## config.mk

```make
export PLATFORM = sky130hd
export DESIGN_NAME = pcc_config_regs
export DESIGN_NICKNAME = d
export VERILOG_FILES = /design/src/rtl/pcc_pkg.sv /design/src/rtl/pcc_config_regs.sv
export VERILOG_INCLUDE_DIRS = /design/src /design/src/rtl
export SDC_FILE = /design/constraint.sdc
export NUM_CORES = 1
export LEC_CHECK = 0
export BUFFER_PORTS_ARGS = -buffer_cell sky130_fd_sc_hd__buf_2
export CAP_MARGIN = 20
export CELL_PAD_IN_SITES_DETAIL_PLACEMENT = 1
export CELL_PAD_IN_SITES_GLOBAL_PLACEMENT = 1
export CORE_MARGIN = 1.5
export CORE_UTILIZATION = 38
export CTS_CLUSTER_SIZE = 12
export DETAILED_ROUTE_END_ITERATION = 10
export HOLD_SLACK_MARGIN = 0.02
export PLACE_DENSITY_LB_ADDON = 0.1
export SLEW_MARGIN = 25
export SYNTH_ARGS = -nofsm -noshare
export SYNTH_HDL_FRONTEND = slang
export SYNTH_SLANG_ARGS = --single-unit
```

## constraint.sdc

```tcl
create_clock -name clk -period 3.05 [get_ports clk]
set_input_delay 0 -clock clk [delete_from_list [all_inputs] [get_ports clk]]
set_output_delay 0 -clock clk [all_outputs]
set_load 0.02 [all_outputs]
```

## src/rtl/pcc_params.svh

```systemverilog
`ifndef PCC_PARAMS_SVH
`define PCC_PARAMS_SVH

// Configuration byte offsets of the identity, control and status registers.
`define PCC_OFS_VENDOR   8'h00
`define PCC_OFS_DEVICE   8'h02
`define PCC_OFS_CONTROL  8'h04
`define PCC_OFS_FLAGS    8'h06
`define PCC_OFS_REVISION 8'h08
`define PCC_OFS_PROGIF   8'h09

// Command field positions.
`define PCC_CMD_IO   0
`define PCC_CMD_MEM  1
`define PCC_CMD_MST  2
`define PCC_CMD_PAR  6
`define PCC_CMD_SERR 8
`define PCC_CMD_FB2B 9

// Status field positions.
`define PCC_ST_CAP   4
`define PCC_ST_FB2B  7
`define PCC_ST_MDP   8
`define PCC_ST_DT0   9
`define PCC_ST_DT1   10
`define PCC_ST_STA   11
`define PCC_ST_RTA   12
`define PCC_ST_RMA   13
`define PCC_ST_SSE   14
`define PCC_ST_DPE   15

// Reset and fixed values.
`define PCC_CMD_RESET  16'h0000
`define PCC_ST_RESET   16'h0000
`define PCC_PROGIF_VAL 8'h00
`define PCC_DT_MEDIUM  2'h1

// Device select delay in clocks; unused, the decoder drives select four clocks after the frame falls.
`define PCC_DEVSEL_DLY 2'h2

`endif

```

## src/rtl/pcc_pkg.sv

```systemverilog
package pcc_pkg;
  typedef logic [15:0] pcc_word_t;
  typedef logic [7:0]  pcc_byte_t;
  typedef logic [3:0]  pcc_lane_t;
  typedef enum logic [1:0] {
    PCC_IDLE = 2'b00,
    PCC_WAIT = 2'b01,
    PCC_SEL  = 2'b10
  } pcc_decode_e;
endpackage

```

## src/rtl/pcc_config_regs.sv

```systemverilog
// What this block does
// - Identity codes come from the EEPROM, else from built-in defaults.
// - Option clear: command bit 9 reads zero, no fast back-to-back issued.
// - Option set: command bit 9 read/write, reset zero, picks agent scope.
// - Command bit 8 set: address parity error drives system error out.
// - Command bit 6 set: target drives parity line, master samples it.
// - Command bit 6 clear: data parity errors neither drive the parity line nor set status bit 8; resets clear.
// - Command bits 7,5,4,3 read zero; no stepping, special cycles ignored.
// - Command bit 2 gates all master transactions.
// - Command bit 1 gates claiming memory cycles.
// - Command bit 0 gates claiming I/O cycles.
// - Status reads show live flags; writing one clears, never sets.
// - Status bit 15 sets on any detected parity error.
// - Status bit 14 sets when system error out is asserted.
// - Status bit 13 sets on received master abort.
// - Status bit 12 sets on received target abort.
// - Status bit 11 sets when the device signals target abort.
// - Status bits 10-9 read 01b; device select four clocks after frame.
// - Status bit 8 sets on parity line while master with parity enable.
// - Status bit 7 mirrors the fast back-to-back option, read only.
// - Status bit 4 mirrors power option; bits 6,5 read zero.
// - Programming interface reads 00h; revision reads the REVISION_VAL parameter.
`timescale 1ns/1ps
`include "pcc_params.svh"

module pcc_config_regs #(
  parameter logic [15:0] DEF_VENDOR   = 16'h1234, // Arbitrary neutral value.
  parameter logic [15:0] DEF_DEVICE   = 16'h5678, // Arbitrary neutral value.
  parameter logic [7:0]  REVISION_VAL = 8'h00     // Arbitrary neutral value.
) (
  input  wire logic               clk,
  input  wire logic               rst,
  input  wire logic               cfg_sel,
  input  wire logic               cfg_wr,
  input  wire logic [7:0]         cfg_addr,
  input  wire pcc_pkg::pcc_lane_t cfg_be,
  input  wire logic [31:0]        cfg_wdata,
  output logic [31:0]             cfg_rdata,
  input  wire logic               ee_present,
  input  wire logic               ee_valid,
  input  wire pcc_pkg::pcc_word_t ee_vendor,
  input  wire pcc_pkg::pcc_word_t ee_device,
  input  wire logic               opt_fb2b,
  input  wire logic               opt_pm,
  input  wire logic               cycle_frame_n,
  input  wire logic               claim_hit,
  output logic                    device_select_out_n,
  input  wire logic               addr_parity_err,
  input  wire logic               data_parity_err,
  input  wire logic               is_target,
  input  wire logic               is_master,
  input  wire logic               parity_error_line_n,
  output logic                    parity_error_out_n,
  output logic                    parity_error_out_oe,
  output logic                    system_error_out_n,
  output logic                    system_error_out_oe,
  input  wire logic               master_abort_evt,
  input  wire logic               target_abort_rx_evt,
  input  wire logic               target_abort_tx_evt,
  input  wire logic               io_cycle,
  input  wire logic               mem_cycle,
  output logic                    io_claim,
  output logic                    mem_claim,
  output logic                    master_enable,
  output logic                    fast_b2b_allowed,
  output logic                    fast_b2b_any_agent
);
  import pcc_pkg::*;

  pcc_word_t   vendor_identity_q;
  pcc_word_t   device_identity_q;
  pcc_word_t   cycle_ctrl_q;
  pcc_word_t   flags_q;
  pcc_word_t   flags_d;
  pcc_word_t   cmd_rd;
  pcc_word_t   flags_rd;
  pcc_word_t   hi_wdata;
  pcc_word_t   flag_clr;
  pcc_word_t   flag_set;
  pcc_decode_e dec_q;
  logic        frame_s1_q;
  logic        frame_s2_q;
  logic        perr_s1_q;
  logic        perr_s2_q;
  logic        fb2b_s1_q;
  logic        fb2b_s2_q;
  logic        pm_s1_q;
  logic        pm_s2_q;
  logic        ee_p_s1_q;
  logic        ee_p_s2_q;
  logic        ee_v_s1_q;
  logic        ee_v_s2_q;
  logic        id_loaded_q;
  logic        serr_q;
  logic        perr_q;
  logic        wr_ctrl;
  logic        wr_flags;

  // Pin inputs pass two flops; only the second stage is read by logic.
  always_ff @(posedge clk or posedge rst) begin
    if (rst) begin
      frame_s1_q <= 1'b1;
      frame_s2_q <= 1'b1;
      perr_s1_q  <= 1'b1;
      perr_s2_q  <= 1'b1;
      fb2b_s1_q  <= 1'b0;
      fb2b_s2_q  <= 1'b0;
      pm_s1_q    <= 1'b0;
      pm_s2_q    <= 1'b0;
      ee_p_s1_q  <= 1'b0;
      ee_p_s2_q  <= 1'b0;
      ee_v_s1_q  <= 1'b0;
      ee_v_s2_q  <= 1'b0;
    end else begin
      frame_s1_q <= cycle_frame_n;
      frame_s2_q <= frame_s1_q;
      perr_s1_q  <= parity_error_line_n;
      perr_s2_q  <= perr_s1_q;
      fb2b_s1_q  <= opt_fb2b;
      fb2b_s2_q  <= fb2b_s1_q;
      pm_s1_q    <= opt_pm;
      pm_s2_q    <= pm_s1_q;
      ee_p_s1_q  <= ee_present;
      ee_p_s2_q  <= ee_p_s1_q;
      ee_v_s1_q  <= ee_valid;
      ee_v_s2_q  <= ee_v_s1_q;
    end
  end

  // Identity words: defaults at reset, replaced once when the EEPROM load is done.
  // Only a fitted EEPROM may overwrite them, so a floating loader is harmless.
  always_ff @(posedge clk or posedge rst) begin
    if (rst) begin
      vendor_identity_q <= DEF_VENDOR;
      device_identity_q <= DEF_DEVICE;
      id_loaded_q       <= 1'b0;
    end else if (!id_loaded_q && ee_p_s2_q && ee_v_s2_q) begin
      vendor_identity_q <= ee_vendor;
      device_identity_q <= ee_device;
      id_loaded_q       <= 1'b1;
    end
  end

  // Write strobes; the status word sits in the upper half of dword 04h.
  assign wr_ctrl  = cfg_sel && cfg_wr && (cfg_addr[7:2] == 6'(`PCC_OFS_CONTROL >> 2));
  assign wr_flags = wr_ctrl;
  assign hi_wdata = cfg_wdata[31:16];

  // Command register; only implemented bits are ever stored.
  always_ff @(posedge clk or posedge rst) begin
    if (rst) begin
      cycle_ctrl_q <= `PCC_CMD_RESET;
    end else if (wr_ctrl) begin
      if (cfg_be[0]) begin
        cycle_ctrl_q[`PCC_CMD_IO]  <= cfg_wdata[`PCC_CMD_IO];
        cycle_ctrl_q[`PCC_CMD_MEM] <= cfg_wdata[`PCC_CMD_MEM];
        cycle_ctrl_q[`PCC_CMD_MST] <= cfg_wdata[`PCC_CMD_MST];
        cycle_ctrl_q[`PCC_CMD_PAR] <= cfg_wdata[`PCC_CMD_PAR];
      end
      if (cfg_be[1]) begin
        cycle_ctrl_q[`PCC_CMD_SERR] <= cfg_wdata[`PCC_CMD_SERR];
        // Writes to bit 9 land only while the option is on.
        if (fb2b_s2_q) begin
          cycle_ctrl_q[`PCC_CMD_FB2B] <= cfg_wdata[`PCC_CMD_FB2B];
        end
      end
    end
  end

  // Readback masks bit 9 by the option so a dropped option hides a stale one.
  always_comb begin
    cmd_rd = 16'h0000;
    cmd_rd[`PCC_CMD_IO]   = cycle_ctrl_q[`PCC_CMD_IO];
    cmd_rd[`PCC_CMD_MEM]  = cycle_ctrl_q[`PCC_CMD_MEM];
    cmd_rd[`PCC_CMD_MST]  = cycle_ctrl_q[`PCC_CMD_MST];
    cmd_rd[`PCC_CMD_PAR]  = cycle_ctrl_q[`PCC_CMD_PAR];
    cmd_rd[`PCC_CMD_SERR] = cycle_ctrl_q[`PCC_CMD_SERR];
    cmd_rd[`PCC_CMD_FB2B] = cycle_ctrl_q[`PCC_CMD_FB2B] & fb2b_s2_q;
  end

  // Gating outputs to the rest of the controller.
  assign io_claim           = io_cycle && cycle_ctrl_q[`PCC_CMD_IO];
  assign mem_claim          = mem_cycle && cycle_ctrl_q[`PCC_CMD_MEM];
  assign master_enable      = cycle_ctrl_q[`PCC_CMD_MST];
  assign fast_b2b_allowed   = fb2b_s2_q;
  assign fast_b2b_any_agent = fb2b_s2_q && cycle_ctrl_q[`PCC_CMD_FB2B];

  // Error pin drivers, one clock per detection.
  always_ff @(posedge clk or posedge rst) begin
    if (rst) begin
      serr_q <= 1'b0;
      perr_q <= 1'b0;
    end else begin
      serr_q <= addr_parity_err && cycle_ctrl_q[`PCC_CMD_SERR];
      perr_q <= data_parity_err && is_target && cycle_ctrl_q[`PCC_CMD_PAR];
    end
  end

  // Both pins are open drain: pull low while asserted, otherwise released.
  assign system_error_out_n  = 1'b0;
  assign system_error_out_oe = serr_q;
  assign parity_error_out_n  = 1'b0;
  assign parity_error_out_oe = perr_q;

  // Hardware events that set status flags.
  always_comb begin
    flag_set = 16'h0000;
    flag_set[`PCC_ST_DPE] = addr_parity_err || data_parity_err;
    flag_set[`PCC_ST_SSE] = serr_q;
    flag_set[`PCC_ST_RMA] = master_abort_evt;
    flag_set[`PCC_ST_RTA] = target_abort_rx_evt;
    flag_set[`PCC_ST_STA] = target_abort_tx_evt;
    flag_set[`PCC_ST_MDP] = is_master && cycle_ctrl_q[`PCC_CMD_PAR]
                            && (!perr_s2_q || perr_q);
  end

  // Write-one-to-clear mask on the sticky flags, byte lanes respected.
  // All sticky flags sit in the upper status byte, so only lane 3 clears them.
  always_comb begin
    flag_clr = 16'h0000;
    if (wr_flags) begin
      if (cfg_be[3]) begin
        flag_clr[15:11]       = hi_wdata[15:11];
        flag_clr[`PCC_ST_MDP] = hi_wdata[`PCC_ST_MDP];
      end
    end
  end

  // Set wins over a simultaneous clear so no event is lost.
  always_comb begin
    flags_d = (flags_q & ~flag_clr) | flag_set;
  end

  always_ff @(posedge clk or posedge rst) begin
    if (rst) begin
      flags_q <= `PCC_ST_RESET;
    end else begin
      flags_q <= flags_d;
    end
  end

  // Live status view with fixed and mirrored bits.
  always_comb begin
    flags_rd = 16'h0000;
    flags_rd[15:11]      = flags_q[15:11];
    flags_rd[`PCC_ST_MDP] = flags_q[`PCC_ST_MDP];
    flags_rd[`PCC_ST_DT1:`PCC_ST_DT0] = `PCC_DT_MEDIUM;
    flags_rd[`PCC_ST_FB2B] = fb2b_s2_q;
    flags_rd[`PCC_ST_CAP]  = pm_s2_q;
  end

  // Medium decode: device select goes low four clocks after frame falls.
  // The device never claims special cycles; the decoder keeps them off claim_hit.
  always_ff @(posedge clk or posedge rst) begin
    if (rst) begin
      dec_q <= PCC_IDLE;
    end else begin
      case (dec_q)
        PCC_IDLE: begin
          if (!frame_s2_q) begin
            dec_q <= PCC_WAIT;
          end
        end
        PCC_WAIT: begin
          dec_q <= claim_hit ? PCC_SEL : PCC_IDLE;
        end
        PCC_SEL: begin
          if (frame_s2_q) begin
            dec_q <= PCC_IDLE;
          end
        end
        default: begin
          dec_q <= PCC_IDLE;
        end
      endcase
    end
  end

  assign device_select_out_n = (dec_q != PCC_SEL);

  // Read data, registered; unmapped dwords read zero.
  always_ff @(posedge clk or posedge rst) begin
    if (rst) begin
      cfg_rdata <= 32'h00000000;
    end else if (cfg_sel && !cfg_wr) begin
      case (cfg_addr[7:2])
        6'h00: begin
          cfg_rdata <= {device_identity_q, vendor_identity_q};
        end
        6'h01: begin
          cfg_rdata <= {flags_rd, cmd_rd};
        end
        6'h02: begin
          cfg_rdata <= {16'h0000, `PCC_PROGIF_VAL, REVISION_VAL};
        end
        default: begin
          cfg_rdata <= 32'h00000000;
        end
      endcase
    end
  end

endmodule

```

==> impl_results.md <==
* Status: complete, no violations
* Post-Layout Cell Count at 593
* Cell Area, Synth at 3670 um2
* HPWL after DPL at 5960 um
* Vias in the first global route at 3096
* Commonest non-fill, non-tap cells in the layout: buf_2 (112), dfrtp_1 (76), dlygate4sd3_1 (62)
* CP startpoint kind: input port
* CTS clk-pin slew, worst paths at 0.09 ns
* # clock sinks at 93
* Clock Latency Late Sink at 0.35 ns
* Critical path cell sequence: buf_2, buf_4, nor4b_4, nand4_1, mux2_1, dlygate4sd3_1
* Global-route usage over all layers at 0.192
* Initial antenna violation count at 0
* Hold Fails Final Rpt at 0
* Syn Area/Cell at 13.0 um2
* Synth Warn # at 0
* First-pass GRT wire length at 15000 um
* Core area at 9280 um2
* GPL Wtd Cong at 0.734
* Synth Instances at between 200 and 300
* Final worst-path cycle share at 0.608
* Maximum vdd ir drop at 256 uV
* Max clock buf depth at 2
* RSZ-0062 raised after global routing: false
* Root buffer cell: clkbuf_8
* Total number of vias at about 2800
* Worst Hold Class: input port to flip-flop
* Routed WL at 9270 um
* Slowest-stage cell, CP: nor4b_4
* Largest net degree at the start of global routing at 51
* Setup Crit Path Kind: input port to flip-flop
* # IOs at 138
* Slew @ Worst Pin at 0.987 ns
* CTS buffer count at 9
* N_diodes at 0
* Detail Route Antenna Nets at 0
* Initial Util at 0.395
* Setup-failing EPs final at 0
* Clock Skew at 0.0159 ns
* Vias per inst at about 4.8
* 1st-iter DRT viols at 70
* Slew Viols, Final at 0
* CTS tree: done
* Resize count post-CTS at 0
* Die width at 101 um
* Critical Path End Type: flip-flop
* CP peak stage delay at 0.63 ns
* Critical-path maximum fanout at 17
* Port Buffers at 112
* Setup TNS at 0 ns
* Drt pass-1 iters at 4
* Leakage at ~2.5 nW
* Worst path arrival time at between 2 and 2.5 ns
* Number of cell rows at 35
* Nets at 555
* Power Density at 498 nW/um2
* Placed cell count at approximately 520
* Post-route DRC at 0
* Die footprint at 10300 um2
* Max-cap violations at 0
* Area growth, synth to finish at 41.8%
* H-tree depth at 3
* #FFs+latches synth at 93
* Share of post-route cells with drive strength above 1 at 0.347
* Die Span Y at 101 um
* Wire per inst at 15.6 um
* Critical Path RT at 3.28 ns
* Fin crit period at ~1.9 ns
* Sequential area share after synthesis at 0.640
* Total grt overflow at 0
* Commonest non-fill, non-tap cell in the layout: buf_2
* Slew HR at 0.342
* FMAX at 0.539 GHz
* Synth unique cells at 31
==> registers in the layout, indices dropped and copies added (netlist names), 2 cells and up <==
register,cells
device_identity_q,16
cfg_rdata,32
vendor_identity_q,16
flags_q,6
dec_q,2
cmd_rd,4
==> where the power goes <==
part           internal (W)  switching, W  leakage (nW)  total (W)
clock              0.000409      0.000439         0.107   0.000848
combinational      0.000171      0.000141          1.22   0.000312
sequential          0.00137     0.0000610          1.14    0.00143
total               0.00195      0.000641          2.47    0.00259
==> final timing paths <==
| kind | slack (ns) | cells past startpoint | from | to |
|---|---|---|---|---|
| worst max-delay path | 1.20 | 6 | cfg_addr[2] | cycle_ctrl_q[9] |
| worst min-delay path | 0.05 | 3 | cfg_be[0] | cmd_rd[0] |
| worst max register to register | 1.53 | 3 | perr_s2_q | flags_q[8] |
| worst min register to register | 0.36 | 0 | fb2b_s1_q | fast_b2b_allowed |
| max in group asynchronous | 1.98 | 4 | rst | device_identity_q[9] |
| min in group asynchronous | 0.27 | 3 | rst | device_identity_q[11] |
==> through the flow <==
step / utilization / cell area [um2] / power (W) / setup WS, ns / hold WS, ns
2_1_floorplan: - / 3670 / 0.00160 / 0.658 / 0.00448
3_3_place_gp: 0.471 / 4380 / 0.00169 / 1.35 / 0.107
3_5_place_dp: 0.471 / 4380 / 0.00171 / 1.34 / 0.107
4_1_cts: 0.561 / 5200 / 0.00262 / 1.18 / 0.0358
5_1_grt: 0.561 / 5200 / 0.00272 / 1.09 / 0.0427
6_report: 0.561 / 5200 / 0.00259 / 1.20 / 0.0485
==> layer usage <==
| metal | up-vias | GRT usage | wire (um) |
|---|---|---|---|
| met1 | 1404 | 0.232 | 4020 |
| li1 | 1330 | - | - |
| met3 | 12 | 0.0400 | 402 |
| met4 | 0 | 0.0652 | 148 |
| met5 | - | 0 | 0 |
| met2 | 71 | 0.343 | 4700 |
==> timing repair <==
| item | 4_1_cts | 5_1_grt |
|---|---|---|
| hold endpoints to repair | 93 | 0 |
| setup buffers | 0 | 0 |
| hold buffers | 62 | 0 |
==> synthesized netlist by cell type <==
cell type / instances / area (um2)
dfrtp_1: 76 / 1900
nand2_1: 52 / 195
mux2_1: 34 / 383
dfstp_2: 17 / 447
o21ai_1: 17 / 85.1
o31ai_1: 15 / 113
mux2i_1: 14 / 140
clkbuf_1: 7 / 26.3
nand4_1: 7 / 43.8
a21o_1: 5 / 37.5
buf_2: 5 / 25.0
and2_1: 4 / 25.0
mux2_4: 4 / 60.1
nand2b_1: 3 / 18.8
nor2_1: 3 / 11.3
buf_1: 2 / 7.51
buf_4: 2 / 15.0
nand3b_1: 2 / 15.0
nor3_1: 2 / 10.0
a211o_1: 1 / 8.76
a32o_1: 1 / 10.0
and3_1: 1 / 6.26
buf_6: 1 / 11.3
conb_1: 1 / 3.75
inv_1: 1 / 3.75
nand3_1: 1 / 5.00
nand3_4: 1 / 17.5
nor2b_1: 1 / 6.26
nor4b_4: 1 / 23.8
nor4bb_1: 1 / 10.0
o21ai_0: 1 / 5.00
==> logic make-up after synthesis <==
kind of cell / after synthesis / synth area share
multiplexers: 52 / 0.159
flip-flops: 93 / 0.640
other: 1 / 0.00102
AND/OR/NAND/NOR: 79 / 0.106
AO/OA/AOI/OAI: 40 / 0.0706
buffers and inverters: 18 / 0.0242
==> layout make-up <==
| cell class | count | area [um2] |
|---|---|---|
| Clock buffer | 10 | 138 |
| Clock inverter | 6 | 70.1 |
| Fill cell | 1013 | 4080 |
| Inverter | 1 | 6.26 |
| Multi-Input combinational cell | 173 | 1250 |
| Sequential cell | 93 | 2350 |
| Tap cell | 129 | 161 |
| Timing Repair Buffer | 181 | 1230 |
==> worst max-delay path: cells and delay by family <==
kind / cells / cell delay (ns)
mux: 1 / 0.33
simple gates: 2 / 0.81
buf+inv: 3 / 0.95
Power figures use the tool's default switching activity.
